## config.mk

```make
export PLATFORM = sky130hd
export DESIGN_NAME = ext_bus_ctrl
export DESIGN_NICKNAME = d
export VERILOG_FILES = /design/src/verilog/ext_bus_ctrl_pkg.sv /design/src/verilog/sync_two_flop.sv /design/src/verilog/window_match.sv /design/src/verilog/ext_bus_ctrl.sv
export SDC_FILE = /design/constraint.sdc
export NUM_CORES = 1
export LEC_CHECK = 0
export BUFFER_PORTS_ARGS = -buffer_cell sky130_fd_sc_hd__buf_2
export CORE_ASPECT_RATIO = 0.7
export CORE_UTILIZATION = 55
export DETAILED_ROUTE_END_ITERATION = 12
export PLACE_DENSITY = 0.83
export RECOVER_POWER = 50
export SLEW_MARGIN = 20
export SYNTH_ARGS = -nofsm -noshare
export SYNTH_HDL_FRONTEND = slang
export SYNTH_HIERARCHICAL = 1
export SYNTH_SLANG_ARGS = --single-unit
```

## constraint.sdc

```tcl
create_clock -name clk -period 8.1 [get_ports clk]
set_input_delay 1.62 -clock clk [delete_from_list [all_inputs] [get_ports clk]]
set_output_delay 1.62 -clock clk [all_outputs]
set_load 0.01 [all_outputs]
```

## src/verilog/ext_bus_ctrl_pkg.sv

```systemverilog
/*
 * Constants and types shared by the external bus controller files.
 * Assumes a single clock domain and a synchronous active-high reset.
 */
`default_nettype none

package ext_bus_ctrl_pkg;

	// ***************************************************
	// Widths and counts
	// ***************************************************
	localparam int ADDR_W = 24;
	localparam int DATA_W = 16;
	localparam int NUM_WIN = 4;
	localparam int NUM_REG = 5;
	localparam int TCFG_W = 4;
	localparam int FCFG_W = 4;
	localparam int WSEL_W = 16;
	localparam int WBASE_W = 12;
	localparam int WSIZE_W = 4;
	localparam int SEG_W = 3;
	localparam int AW_W = 5;

	// ***************************************************
	// Field positions
	// ***************************************************
	localparam int FCFG_WIDTH16 = 0;
	localparam int FCFG_MUX = 1;
	localparam int FCFG_READY = 2;
	localparam int FCFG_CS = 3;
	localparam int WSEL_SIZE_LSB = 0;
	localparam int WSEL_BASE_LSB = 4;
	localparam int WIN_GRAIN_LSB = 12;
	localparam int SEG_LSB = 16;

	// ***************************************************
	// Timing and reset values
	// ***************************************************
	localparam int CLK_MHZ = 200;
	localparam int BUS_CLK_MHZ = 50;
	localparam int BUS_HALF_CYCLES = CLK_MHZ / BUS_CLK_MHZ / 2;
	localparam logic [AW_W-1:0] SEG_BASE_W = 5'h10;
	localparam logic [7:0] IPB_SEGMENT = 8'h20;
	localparam logic [NUM_REG-1:0] CS_IDLE = 5'h1f;

	typedef enum logic [2:0] {
		ST_IDLE,
		ST_ADDR,
		ST_CMD,
		ST_END,
		ST_IPB
	} bus_state_t;

endpackage

`default_nettype wire

```

## src/verilog/sync_two_flop.sv

```systemverilog
/*
 * Two-flop synchroniser for pin inputs.
 * Assumes inputs are asynchronous to clk; output lags by two edges.
 */
`timescale 1ns/100ps
`default_nettype none

module sync_two_flop #(
	parameter int W = 1
) (
	input wire logic clk,
	input wire logic reset,
	input wire logic [W-1:0] din,
	output logic [W-1:0] dout
);

	logic [W-1:0] stage1;

	always_ff @(posedge clk) begin
		if (reset) begin
			stage1 <= '0;
			dout <= '0;
		end else begin
			stage1 <= din;
			dout <= stage1;
		end
	end

endmodule

`default_nettype wire

```

## src/verilog/window_match.sv

```systemverilog
/*
 * Address window comparator: base plus power-of-two size.
 * Assumes size code 0 means 4 Kbytes, each step doubles it up to code 12.
 */
`timescale 1ns/100ps
`default_nettype none

module window_match (
	input wire logic [ext_bus_ctrl_pkg::ADDR_W-1:0] addr,
	input wire logic [ext_bus_ctrl_pkg::WSEL_W-1:0] selCfg,
	input wire logic enable,
	output logic hit
);

	logic [ext_bus_ctrl_pkg::WBASE_W-1:0] base;
	logic [ext_bus_ctrl_pkg::WSIZE_W-1:0] sizeCode;
	logic [ext_bus_ctrl_pkg::WBASE_W-1:0] lowMask;
	logic [ext_bus_ctrl_pkg::WBASE_W-1:0] upper;

	assign base = selCfg[ext_bus_ctrl_pkg::WSEL_BASE_LSB +:
		ext_bus_ctrl_pkg::WBASE_W];
	assign sizeCode = selCfg[ext_bus_ctrl_pkg::WSEL_SIZE_LSB +:
		ext_bus_ctrl_pkg::WSIZE_W];
	assign upper = addr[ext_bus_ctrl_pkg::WIN_GRAIN_LSB +:
		ext_bus_ctrl_pkg::WBASE_W];
	assign lowMask = 12'((16'h1 << sizeCode) - 16'h1);
	assign hit = enable && ((upper & ~lowMask) == (base & ~lowMask));

endmodule

`default_nettype wire

```

## src/verilog/ext_bus_ctrl.sv

```systemverilog
/*
 * External bus controller: runs CPU-side requests out to the external
 * address/data bus or to the internal peripheral bus.
 * Assumes one clk domain; ready and data pins are asynchronous inputs.
 */
// Summary of operation
// - Every external access, and every internal peripheral access, runs here.
// - Single-chip mode blocks external activity; otherwise a bus mode is used.
// - The driven address width is configurable from 0 to 23 bits.
// - Each region selects an 8-bit or 16-bit data bus.
// - Each region selects multiplexed or demultiplexed operation.
// - Demultiplexed accesses drive the low address on dedicated lines.
// - Segment line count limits space to 64K..8M; unused lines are freed.
// - One chip select per window plus one for the default region.
// - Timing and function settings are programmed per region.
// - A ready input of selectable level stretches an access.
// - Up to four programmable address windows are decoded.
// - On overlap window 4 beats 3 and window 2 beats 1.
// - Addresses outside all windows use the region-zero settings.
// - Only the selected region may assert its chip select.
// - Bus timing follows the rising edge of the reference clock output.
// - Bus width and multiplexing switch per access by region.
`timescale 1ns/100ps
`default_nettype none

module ext_bus_ctrl (
	input wire logic clk,
	input wire logic reset,
	// Request side
	input wire logic reqValid,
	output logic reqReady,
	input wire logic [ext_bus_ctrl_pkg::ADDR_W-1:0] reqAddr,
	input wire logic reqWrite,
	input wire logic reqWord,
	input wire logic [ext_bus_ctrl_pkg::DATA_W-1:0] reqWdata,
	output logic rspValid,
	output logic rspError,
	output logic [ext_bus_ctrl_pkg::DATA_W-1:0] rspRdata,
	// Configuration
	input wire logic singleChip,
	input wire logic [ext_bus_ctrl_pkg::AW_W-1:0] addrWidth,
	input wire logic [ext_bus_ctrl_pkg::SEG_W-1:0] segLines,
	input wire logic readyActiveHigh,
	input wire logic [ext_bus_ctrl_pkg::NUM_WIN-1:0] windowEnable,
	input wire logic [ext_bus_ctrl_pkg::NUM_WIN*ext_bus_ctrl_pkg::WSEL_W-1:0]
		window_select_cfg,
	input wire logic [ext_bus_ctrl_pkg::NUM_REG*ext_bus_ctrl_pkg::TCFG_W-1:0]
		region_timing_cfg,
	input wire logic [ext_bus_ctrl_pkg::NUM_REG*ext_bus_ctrl_pkg::FCFG_W-1:0]
		region_function_cfg,
	// External bus pins
	output logic bus_ref_clock_out,
	output logic [ext_bus_ctrl_pkg::ADDR_W-1:0] addrOut,
	output logic [ext_bus_ctrl_pkg::ADDR_W-1:0] addrOe,
	output logic [ext_bus_ctrl_pkg::DATA_W-1:0] adBusOut,
	output logic adBusOe,
	input wire logic [ext_bus_ctrl_pkg::DATA_W-1:0] adBusIn,
	output logic aleOut,
	output logic rdN,
	output logic wrN,
	output logic [ext_bus_ctrl_pkg::NUM_REG-1:0] csN,
	input wire logic readyPin,
	// Internal peripheral bus
	output logic ipbReq,
	output logic ipbWrite,
	output logic [ext_bus_ctrl_pkg::ADDR_W-1:0] ipbAddr,
	output logic [ext_bus_ctrl_pkg::DATA_W-1:0] ipbWdata,
	input wire logic ipbAck,
	input wire logic [ext_bus_ctrl_pkg::DATA_W-1:0] ipbRdata
);

	// ***************************************************
	// Pin synchronisers
	// ***************************************************
	logic readySync;
	logic [ext_bus_ctrl_pkg::DATA_W-1:0] adInSync;

	sync_two_flop #(.W(1)) u_sync_ready (
		.clk(clk),
		.reset(reset),
		.din(readyPin),
		.dout(readySync)
	);

	sync_two_flop #(.W(ext_bus_ctrl_pkg::DATA_W)) u_sync_data (
		.clk(clk),
		.reset(reset),
		.din(adBusIn),
		.dout(adInSync)
	);

	// ***************************************************
	// Reference clock divider
	// ***************************************************
	logic [3:0] divCnt;
	logic busTick;
	logic divWrap;

	assign divWrap = (divCnt == 4'(ext_bus_ctrl_pkg::BUS_HALF_CYCLES - 1));

	always_ff @(posedge clk) begin
		if (reset) begin
			divCnt <= 4'h0;
			bus_ref_clock_out <= 1'b0;
			busTick <= 1'b0;
		end else begin
			divCnt <= divWrap ? 4'h0 : divCnt + 4'h1;
			if (divWrap)
				bus_ref_clock_out <= ~bus_ref_clock_out;
			busTick <= divWrap && !bus_ref_clock_out;
		end
	end

	// ***************************************************
	// Window decode
	// ***************************************************
	logic [ext_bus_ctrl_pkg::NUM_WIN-1:0] winHit;
	logic [2:0] region;
	logic isIpb;

	genvar gi;
	generate
		for (gi = 0; gi < ext_bus_ctrl_pkg::NUM_WIN; gi++) begin : g_win
			window_match u_win (
				.addr(reqAddr),
				.selCfg(window_select_cfg[gi*ext_bus_ctrl_pkg::WSEL_W +:
					ext_bus_ctrl_pkg::WSEL_W]),
				.enable(windowEnable[gi]),
				.hit(winHit[gi])
			);
		end
	endgenerate

	// Fixed chain 4 > 3 > 2 > 1, else default region 0
	assign region = winHit[3] ? 3'h4 :
		winHit[2] ? 3'h3 :
		winHit[1] ? 3'h2 :
		winHit[0] ? 3'h1 : 3'h0;
	assign isIpb = (reqAddr[ext_bus_ctrl_pkg::ADDR_W-1 -: 8] ==
		ext_bus_ctrl_pkg::IPB_SEGMENT);

	logic [ext_bus_ctrl_pkg::TCFG_W-1:0] selTcfg;
	logic [ext_bus_ctrl_pkg::FCFG_W-1:0] selFcfg;

	assign selTcfg = region_timing_cfg[region*ext_bus_ctrl_pkg::TCFG_W +:
		ext_bus_ctrl_pkg::TCFG_W];
	assign selFcfg = region_function_cfg[region*ext_bus_ctrl_pkg::FCFG_W +:
		ext_bus_ctrl_pkg::FCFG_W];

	// ***************************************************
	// Address width limits
	// ***************************************************
	logic [ext_bus_ctrl_pkg::AW_W-1:0] segLimit;
	logic [ext_bus_ctrl_pkg::AW_W-1:0] effWidth;
	logic [ext_bus_ctrl_pkg::ADDR_W-1:0] widthMask;

	assign segLimit = ext_bus_ctrl_pkg::SEG_BASE_W + {2'h0, segLines};
	assign effWidth = (addrWidth < segLimit) ? addrWidth : segLimit;
	assign widthMask = 24'((25'h1 << effWidth) - 25'h1);

	// ***************************************************
	// Access sequencer
	// ***************************************************
	ext_bus_ctrl_pkg::bus_state_t state;
	logic [ext_bus_ctrl_pkg::ADDR_W-1:0] curAddr;
	logic [ext_bus_ctrl_pkg::DATA_W-1:0] curWdata;
	logic [ext_bus_ctrl_pkg::DATA_W-1:0] rdBuf;
	logic [2:0] curRegion;
	logic [ext_bus_ctrl_pkg::TCFG_W-1:0] curWaits;
	logic [ext_bus_ctrl_pkg::TCFG_W-1:0] waitCnt;
	logic curWrite;
	logic curWord;
	logic curWide;
	logic curMux;
	logic curReadyEn;
	logic curCsEn;
	logic beat;

	logic accept;
	logic readyOk;
	logic waitDone;
	logic needSecond;
	logic [ext_bus_ctrl_pkg::DATA_W-1:0] beatData;
	logic [ext_bus_ctrl_pkg::DATA_W-1:0] next_rdBuf;
	logic [ext_bus_ctrl_pkg::ADDR_W-1:0] driveMask;
	logic [ext_bus_ctrl_pkg::NUM_REG-1:0] csSel;

	assign accept = reqValid && reqReady;
	assign readyOk = !curReadyEn || (readySync == readyActiveHigh);
	assign waitDone = (waitCnt == '0) && readyOk;
	assign needSecond = !curWide && curWord && !beat;
	// Eight-bit bus carries low byte first, then high byte
	assign beatData = curWide ? curWdata :
		(beat ? {8'h00, curWdata[15:8]} : {8'h00, curWdata[7:0]});
	assign next_rdBuf = curWide ? adInSync :
		(beat ? {adInSync[7:0], rdBuf[7:0]} : {8'h00, adInSync[7:0]});
	// Multiplexed mode frees the dedicated low lines
	assign driveMask = curMux ? (widthMask & 24'hff0000) : widthMask;
	assign csSel = curCsEn ? ~(5'(5'h1 << curRegion)) :
		ext_bus_ctrl_pkg::CS_IDLE;

	// Settings latched only on acceptance, i.e. between accesses
	always_ff @(posedge clk) begin
		if (reset) begin
			curAddr <= '0;
			curWdata <= '0;
			curRegion <= 3'h0;
			curWaits <= '0;
			curWrite <= 1'b0;
			curWord <= 1'b0;
			curWide <= 1'b0;
			curMux <= 1'b0;
			curReadyEn <= 1'b0;
			curCsEn <= 1'b0;
		end else if (accept) begin
			curAddr <= reqAddr;
			curWdata <= reqWdata;
			curRegion <= region;
			curWaits <= selTcfg;
			curWrite <= reqWrite;
			curWord <= reqWord;
			curWide <= selFcfg[ext_bus_ctrl_pkg::FCFG_WIDTH16];
			curMux <= selFcfg[ext_bus_ctrl_pkg::FCFG_MUX];
			curReadyEn <= selFcfg[ext_bus_ctrl_pkg::FCFG_READY];
			curCsEn <= selFcfg[ext_bus_ctrl_pkg::FCFG_CS];
		end else if (state == ext_bus_ctrl_pkg::ST_END && busTick &&
			needSecond) begin
			curAddr <= curAddr + 24'h1;
		end
	end

	always_ff @(posedge clk) begin
		if (reset) begin
			state <= ext_bus_ctrl_pkg::ST_IDLE;
			reqReady <= 1'b1;
			rspValid <= 1'b0;
			rspError <= 1'b0;
			rspRdata <= '0;
			rdBuf <= '0;
			waitCnt <= '0;
			beat <= 1'b0;
		end else begin
			rspValid <= 1'b0;
			unique case (state)
			ext_bus_ctrl_pkg::ST_IDLE: begin
				beat <= 1'b0;
				if (accept) begin
					reqReady <= 1'b0;
					if (isIpb) begin
						state <= ext_bus_ctrl_pkg::ST_IPB;
					end else if (singleChip) begin
						rspValid <= 1'b1;
						rspError <= 1'b1;
						rspRdata <= '0;
						reqReady <= 1'b1;
					end else begin
						state <= ext_bus_ctrl_pkg::ST_ADDR;
					end
				end
			end
			ext_bus_ctrl_pkg::ST_ADDR: begin
				if (busTick) begin
					waitCnt <= curWaits;
					state <= ext_bus_ctrl_pkg::ST_CMD;
				end
			end
			ext_bus_ctrl_pkg::ST_CMD: begin
				// First tick only raises the strobe; data comes later
				if (busTick && !(rdN && wrN)) begin
					if (waitCnt != '0)
						waitCnt <= waitCnt - 4'h1;
					else if (waitDone) begin
						if (!curWrite)
							rdBuf <= next_rdBuf;
						state <= ext_bus_ctrl_pkg::ST_END;
					end
				end
			end
			ext_bus_ctrl_pkg::ST_END: begin
				if (busTick) begin
					if (needSecond) begin
						beat <= 1'b1;
						state <= ext_bus_ctrl_pkg::ST_ADDR;
					end else begin
						rspValid <= 1'b1;
						rspError <= 1'b0;
						rspRdata <= rdBuf;
						reqReady <= 1'b1;
						state <= ext_bus_ctrl_pkg::ST_IDLE;
					end
				end
			end
			ext_bus_ctrl_pkg::ST_IPB: begin
				if (ipbAck) begin
					rspValid <= 1'b1;
					rspError <= 1'b0;
					rspRdata <= curWrite ? '0 : ipbRdata;
					reqReady <= 1'b1;
					state <= ext_bus_ctrl_pkg::ST_IDLE;
				end
			end
			endcase
		end
	end

	// ***************************************************
	// Pin drivers, updated at reference clock rise
	// ***************************************************
	logic inAddr;
	logic inCmd;
	logic inEnd;

	assign inAddr = (state == ext_bus_ctrl_pkg::ST_ADDR);
	assign inCmd = (state == ext_bus_ctrl_pkg::ST_CMD);
	assign inEnd = (state == ext_bus_ctrl_pkg::ST_END);

	always_ff @(posedge clk) begin
		if (reset) begin
			addrOut <= '0;
			addrOe <= '0;
			adBusOut <= '0;
			adBusOe <= 1'b0;
			aleOut <= 1'b0;
			rdN <= 1'b1;
			wrN <= 1'b1;
			csN <= ext_bus_ctrl_pkg::CS_IDLE;
		end else if (busTick) begin
			if (inAddr) begin
				addrOut <= curAddr & driveMask;
				addrOe <= driveMask;
				csN <= csSel;
				aleOut <= curMux;
				adBusOut <= curMux ? 16'(curAddr & widthMask) : '0;
				adBusOe <= curMux;
			end else if (inCmd && waitCnt == curWaits && !aleOut &&
				rdN && wrN) begin
				rdN <= curWrite;
				wrN <= !curWrite;
				adBusOut <= curWrite ? beatData : '0;
				adBusOe <= curWrite;
			end else if (inCmd && aleOut) begin
				aleOut <= 1'b0;
				rdN <= curWrite;
				wrN <= !curWrite;
				adBusOut <= curWrite ? beatData : '0;
				adBusOe <= curWrite;
			end else if (inEnd || state == ext_bus_ctrl_pkg::ST_IDLE) begin
				rdN <= 1'b1;
				wrN <= 1'b1;
				adBusOe <= 1'b0;
				csN <= ext_bus_ctrl_pkg::CS_IDLE;
				if (!needSecond)
					addrOe <= '0;
			end
		end
	end

	// ***************************************************
	// Internal peripheral bus
	// ***************************************************
	always_ff @(posedge clk) begin
		if (reset) begin
			ipbReq <= 1'b0;
			ipbWrite <= 1'b0;
			ipbAddr <= '0;
			ipbWdata <= '0;
		end else if (accept && isIpb) begin
			ipbReq <= 1'b1;
			ipbWrite <= reqWrite;
			ipbAddr <= reqAddr;
			ipbWdata <= reqWdata;
		end else if (ipbAck) begin
			ipbReq <= 1'b0;
		end
	end

endmodule

`default_nettype wire

```

==> impl_metrics.json <==
{
  "n_antenna_cell": 0,
  "peakVddDrop_mv": 0.1410,
  "final_cell_mix": "dfxtp_1 (250), nand2_1 (223), buf_2 (197)",
  "async_reset_ff_frac": 0,
  "ant_nets": 0,
  "final_common_cell": "dfxtp_1",
  "power.switching_mw": 0.8556,
  "fp.dieW_um": 180.7,
  "end_kind": "register",
  "synth_top_cell_area_share": 0.4069,
  "gp_congestion": 0.9439,
  "dieArea_um2": 22970,
  "power.leakage_nw": 5.249,
  "setup_violations": 0,
  "synth-seq-area-share": 0.4069,
  "multiInputGateArea_um2": 6675,
  "route.detailed.drc": 0,
  "cts_root_buf": "clkbuf_16",
  "cts.path.max_buffers": 3,
  "dp_hpwl_um": 28290,
  "viasPerCell": 6.043,
  "cp-start-kind": "input pin",
  "fp-row-count": 45,
  "tns_ns": 0,
  "seq_area_um2": 5005,
  "grt_pass1_vias": 10740,
  "arrival_ns": 5.85,
  "syn_area_um2": 12300,
  "synth_nets": 1686,
  "fin_nets": 1935,
  "avgSynthCellArea_um2": 8.322,
  "timing.slew.headroom": -1.267,
  "htree_levels": 1,
  "place_area_um2": 13860,
  "io_pins": 332,
  "grtUsageTotal": 0.3232,
  "critPathMaxFanout": 21,
  "numCtsBuffers": 23,
  "clock_sinks": 250,
  "intPower_mw": 2.146,
  "rsz0062_at_grt": "false",
  "wire_per_inst_um": 19.19,
  "postCtsHoldBufs": 0,
  "combPwrFrac": 0.164,
  "wl_um": 38850,
  "ys_warn_count": 6,
  "min_period_ns": 5.431,
  "max_freq_ghz": 0.1841,
  "crit_type": "input pin to register",
  "hold_class": "register to register",
  "tritoncts": "done",
  "seqPwrFrac": 0.455,
  "grt_max_degree": 144,
  "cap_viol_max_count": 1,
  "drive_gt1_frac": 0.1721,
  "core_um2": 21790,
  "worstMarginPinSlew_ns": 3.400,
  "num_vias": 12240,
  "ys_ff_latch": 250,
  "fillers": 1932,
  "stdcell_area_um2": 14470,
  "p_per_area_nw_per_um2": 207.4,
  "drv_slew": 78,
  "skew_ns": 0.01214,
  "cts_setup_buffers": 0,
  "synth_cell_types": 78,
  "violations": "capacitance limit, slew limit",
  "die_y_um": 127.1,
  "drt_first_pass_iters": 8,
  "hold_viol": 0,
  "status": "complete, but fails checks",
  "path_clk_slew_ns": 0.07,
  "grt_pass1_wl_um": 59240,
  "ys.flop_type": "dfxtp_1",
  "synthesis.instances": 1478,
  "drt-initial-drc-count": 1356,
  "synthTopCellsByArea": "dfxtp_1 (41%), nand2_1 (6.8%), a21oi_1 (5.0%)",
  "antenna_found_initial": 2,
  "period_share": 0.6705,
  "syn_to_final_growth_pct": 17.68,
  "pwr-share-clk": 0.381,
  "synth_largest_area_cell": "dfxtp_1",
  "initial_core_util": 0.5645,
  "insertion_delay_ns": 0.51,
  "ctsResizeCount": 0,
  "grt_overflow_total": 0,
  "post-route-util": 0.6643,
  "sw_frac_of_total": 0.2850,
  "synth_edf_count": 0,
  "required_ns": 8.52,
  "port_buffers": 331
}
## layer usage
layer  vias to the layer above  wire (um)  global-route usage  share of wire
li1                       5786          -                   -              -
met1                      5725      17710              0.4834           0.46
met2                       658      16320              0.4760           0.42
met3                        67       4078             0.06328           0.10
met4                         2        735             0.07290          0.019
met5                         -         10                   0        0.00026
## sequential cells by signal (all words and copies together), names as in the netlist, 3 cells and up
name	cells
addrOe	24
addrOut	24
ipbAddr	24
curAddr	23
adBusOut	16
curWdata	16
ipbWdata	16
rdBuf	16
rspRdata	16
u_sync_data/dout	16
u_sync_data/stage1	16
csN	5
curWaits	4
divCnt	4
waitCnt	4
curRegion	3
state	3
## kinds of logic (layout without fill, tap and decap cells)
kind of cell	count (synthesis)	count (layout)	synth area share
multiplexers	27	27	0.02309
adder cells (fa/ha/maj)	11	11	0.01119
XOR/XNOR	81	81	0.05768
flip-flops	250	250	0.4069
AND/OR/NAND/NOR	559	559	0.2201
buffers and inverters	138	403	0.05270
AO/OA/AOI/OAI	412	412	0.2283
## cell type report
cell class                 count  area share
tap                          282     0.02438
clock inverter                12     0.01011
multi-input combinational   1090      0.4612
sequential                   250      0.3458
inverter                      20    0.005187
timing repair buffer         342      0.1086
clock buffer                  29     0.04478
## synth_stat cells (8+ instances only)
cell type,n
inv_1,19
nor2_1,124
mux2i_1,18
a22oi_1,30
and2_1,8
ha_1,11
o211ai_1,17
clkbuf_1,72
nand3_1,36
o21ai_0,54
a311oi_1,10
a32oi_1,15
buf_4,13
nand2b_1,13
nor3_1,32
nand2_1,223
xor2_1,41
or3_1,9
a221oi_1,10
buf_2,16
buf_1,8
a21oi_1,123
a31oi_1,8
xnor2_1,40
nor2b_1,40
mux2_2,8
a211oi_1,52
nand4_1,13
a32o_1,9
buf_6,8
and3_1,16
dfxtp_1,250
o21ai_1,8
o22ai_1,10
## through the flow
stage,hold WS [ns],worst slack [ns],power [mW],cells
after global placement,0.4183,2.368,1.866,1984
after global routing,0.4481,2.306,3.112,2025
final,0.4293,2.669,3.002,2025
after detailed placement,0.4220,2.273,1.876,1984
after CTS,0.4345,2.784,3.002,2025
after floorplan,0.4138,3.538,1.695,1478
## power groups by stage
stage | clock network (mW) | logic (mW) | registers, mW
6_report | 1.14 | 0.493 | 1.37
5_1_grt | 1.20 | 0.537 | 1.37
4_1_cts | 1.15 | 0.490 | 1.36
3_5_place_dp | 0 | 0.487 | 1.39
3_3_place_gp | 0 | 0.478 | 1.39
2_1_floorplan | 0 | 0.322 | 1.37
## final timing paths
kind / from / end / slack [ns] / cells past startpoint
setup / recovery: segLines[2] / adBusOut[14]$_SDFFE_PP0P_ / 2.67 / 13
hold / removal: u_sync_data/stage1[8]$_SDFF_PP0_ / u_sync_data/dout[8]$_SDFF_PP0_ / 0.43 / 1
setup reg to reg: reqReady$_SDFFE_PP1P_ / ipbWdata[0]$_SDFFE_PP0P_ / 4.14 / 6
hold reg to reg: u_sync_data/stage1[8]$_SDFF_PP0_ / u_sync_data/dout[8]$_SDFF_PP0_ / 0.43 / 1
## critical path, stage by stage
cell	delay [ns]
buf_2	0.21
inv_1	0.08
ha_1	0.30
and4b_1	0.26
a22o_1	0.75
mux2i_2	0.43
nand2b_1	0.25
ha_1	0.70
o21ai_1	0.42
o31a_1	0.22
a22oi_2	0.21
a32oi_1	0.14
a211oi_1	0.25
No activity file was read; power rests on OpenSTA's default activity.
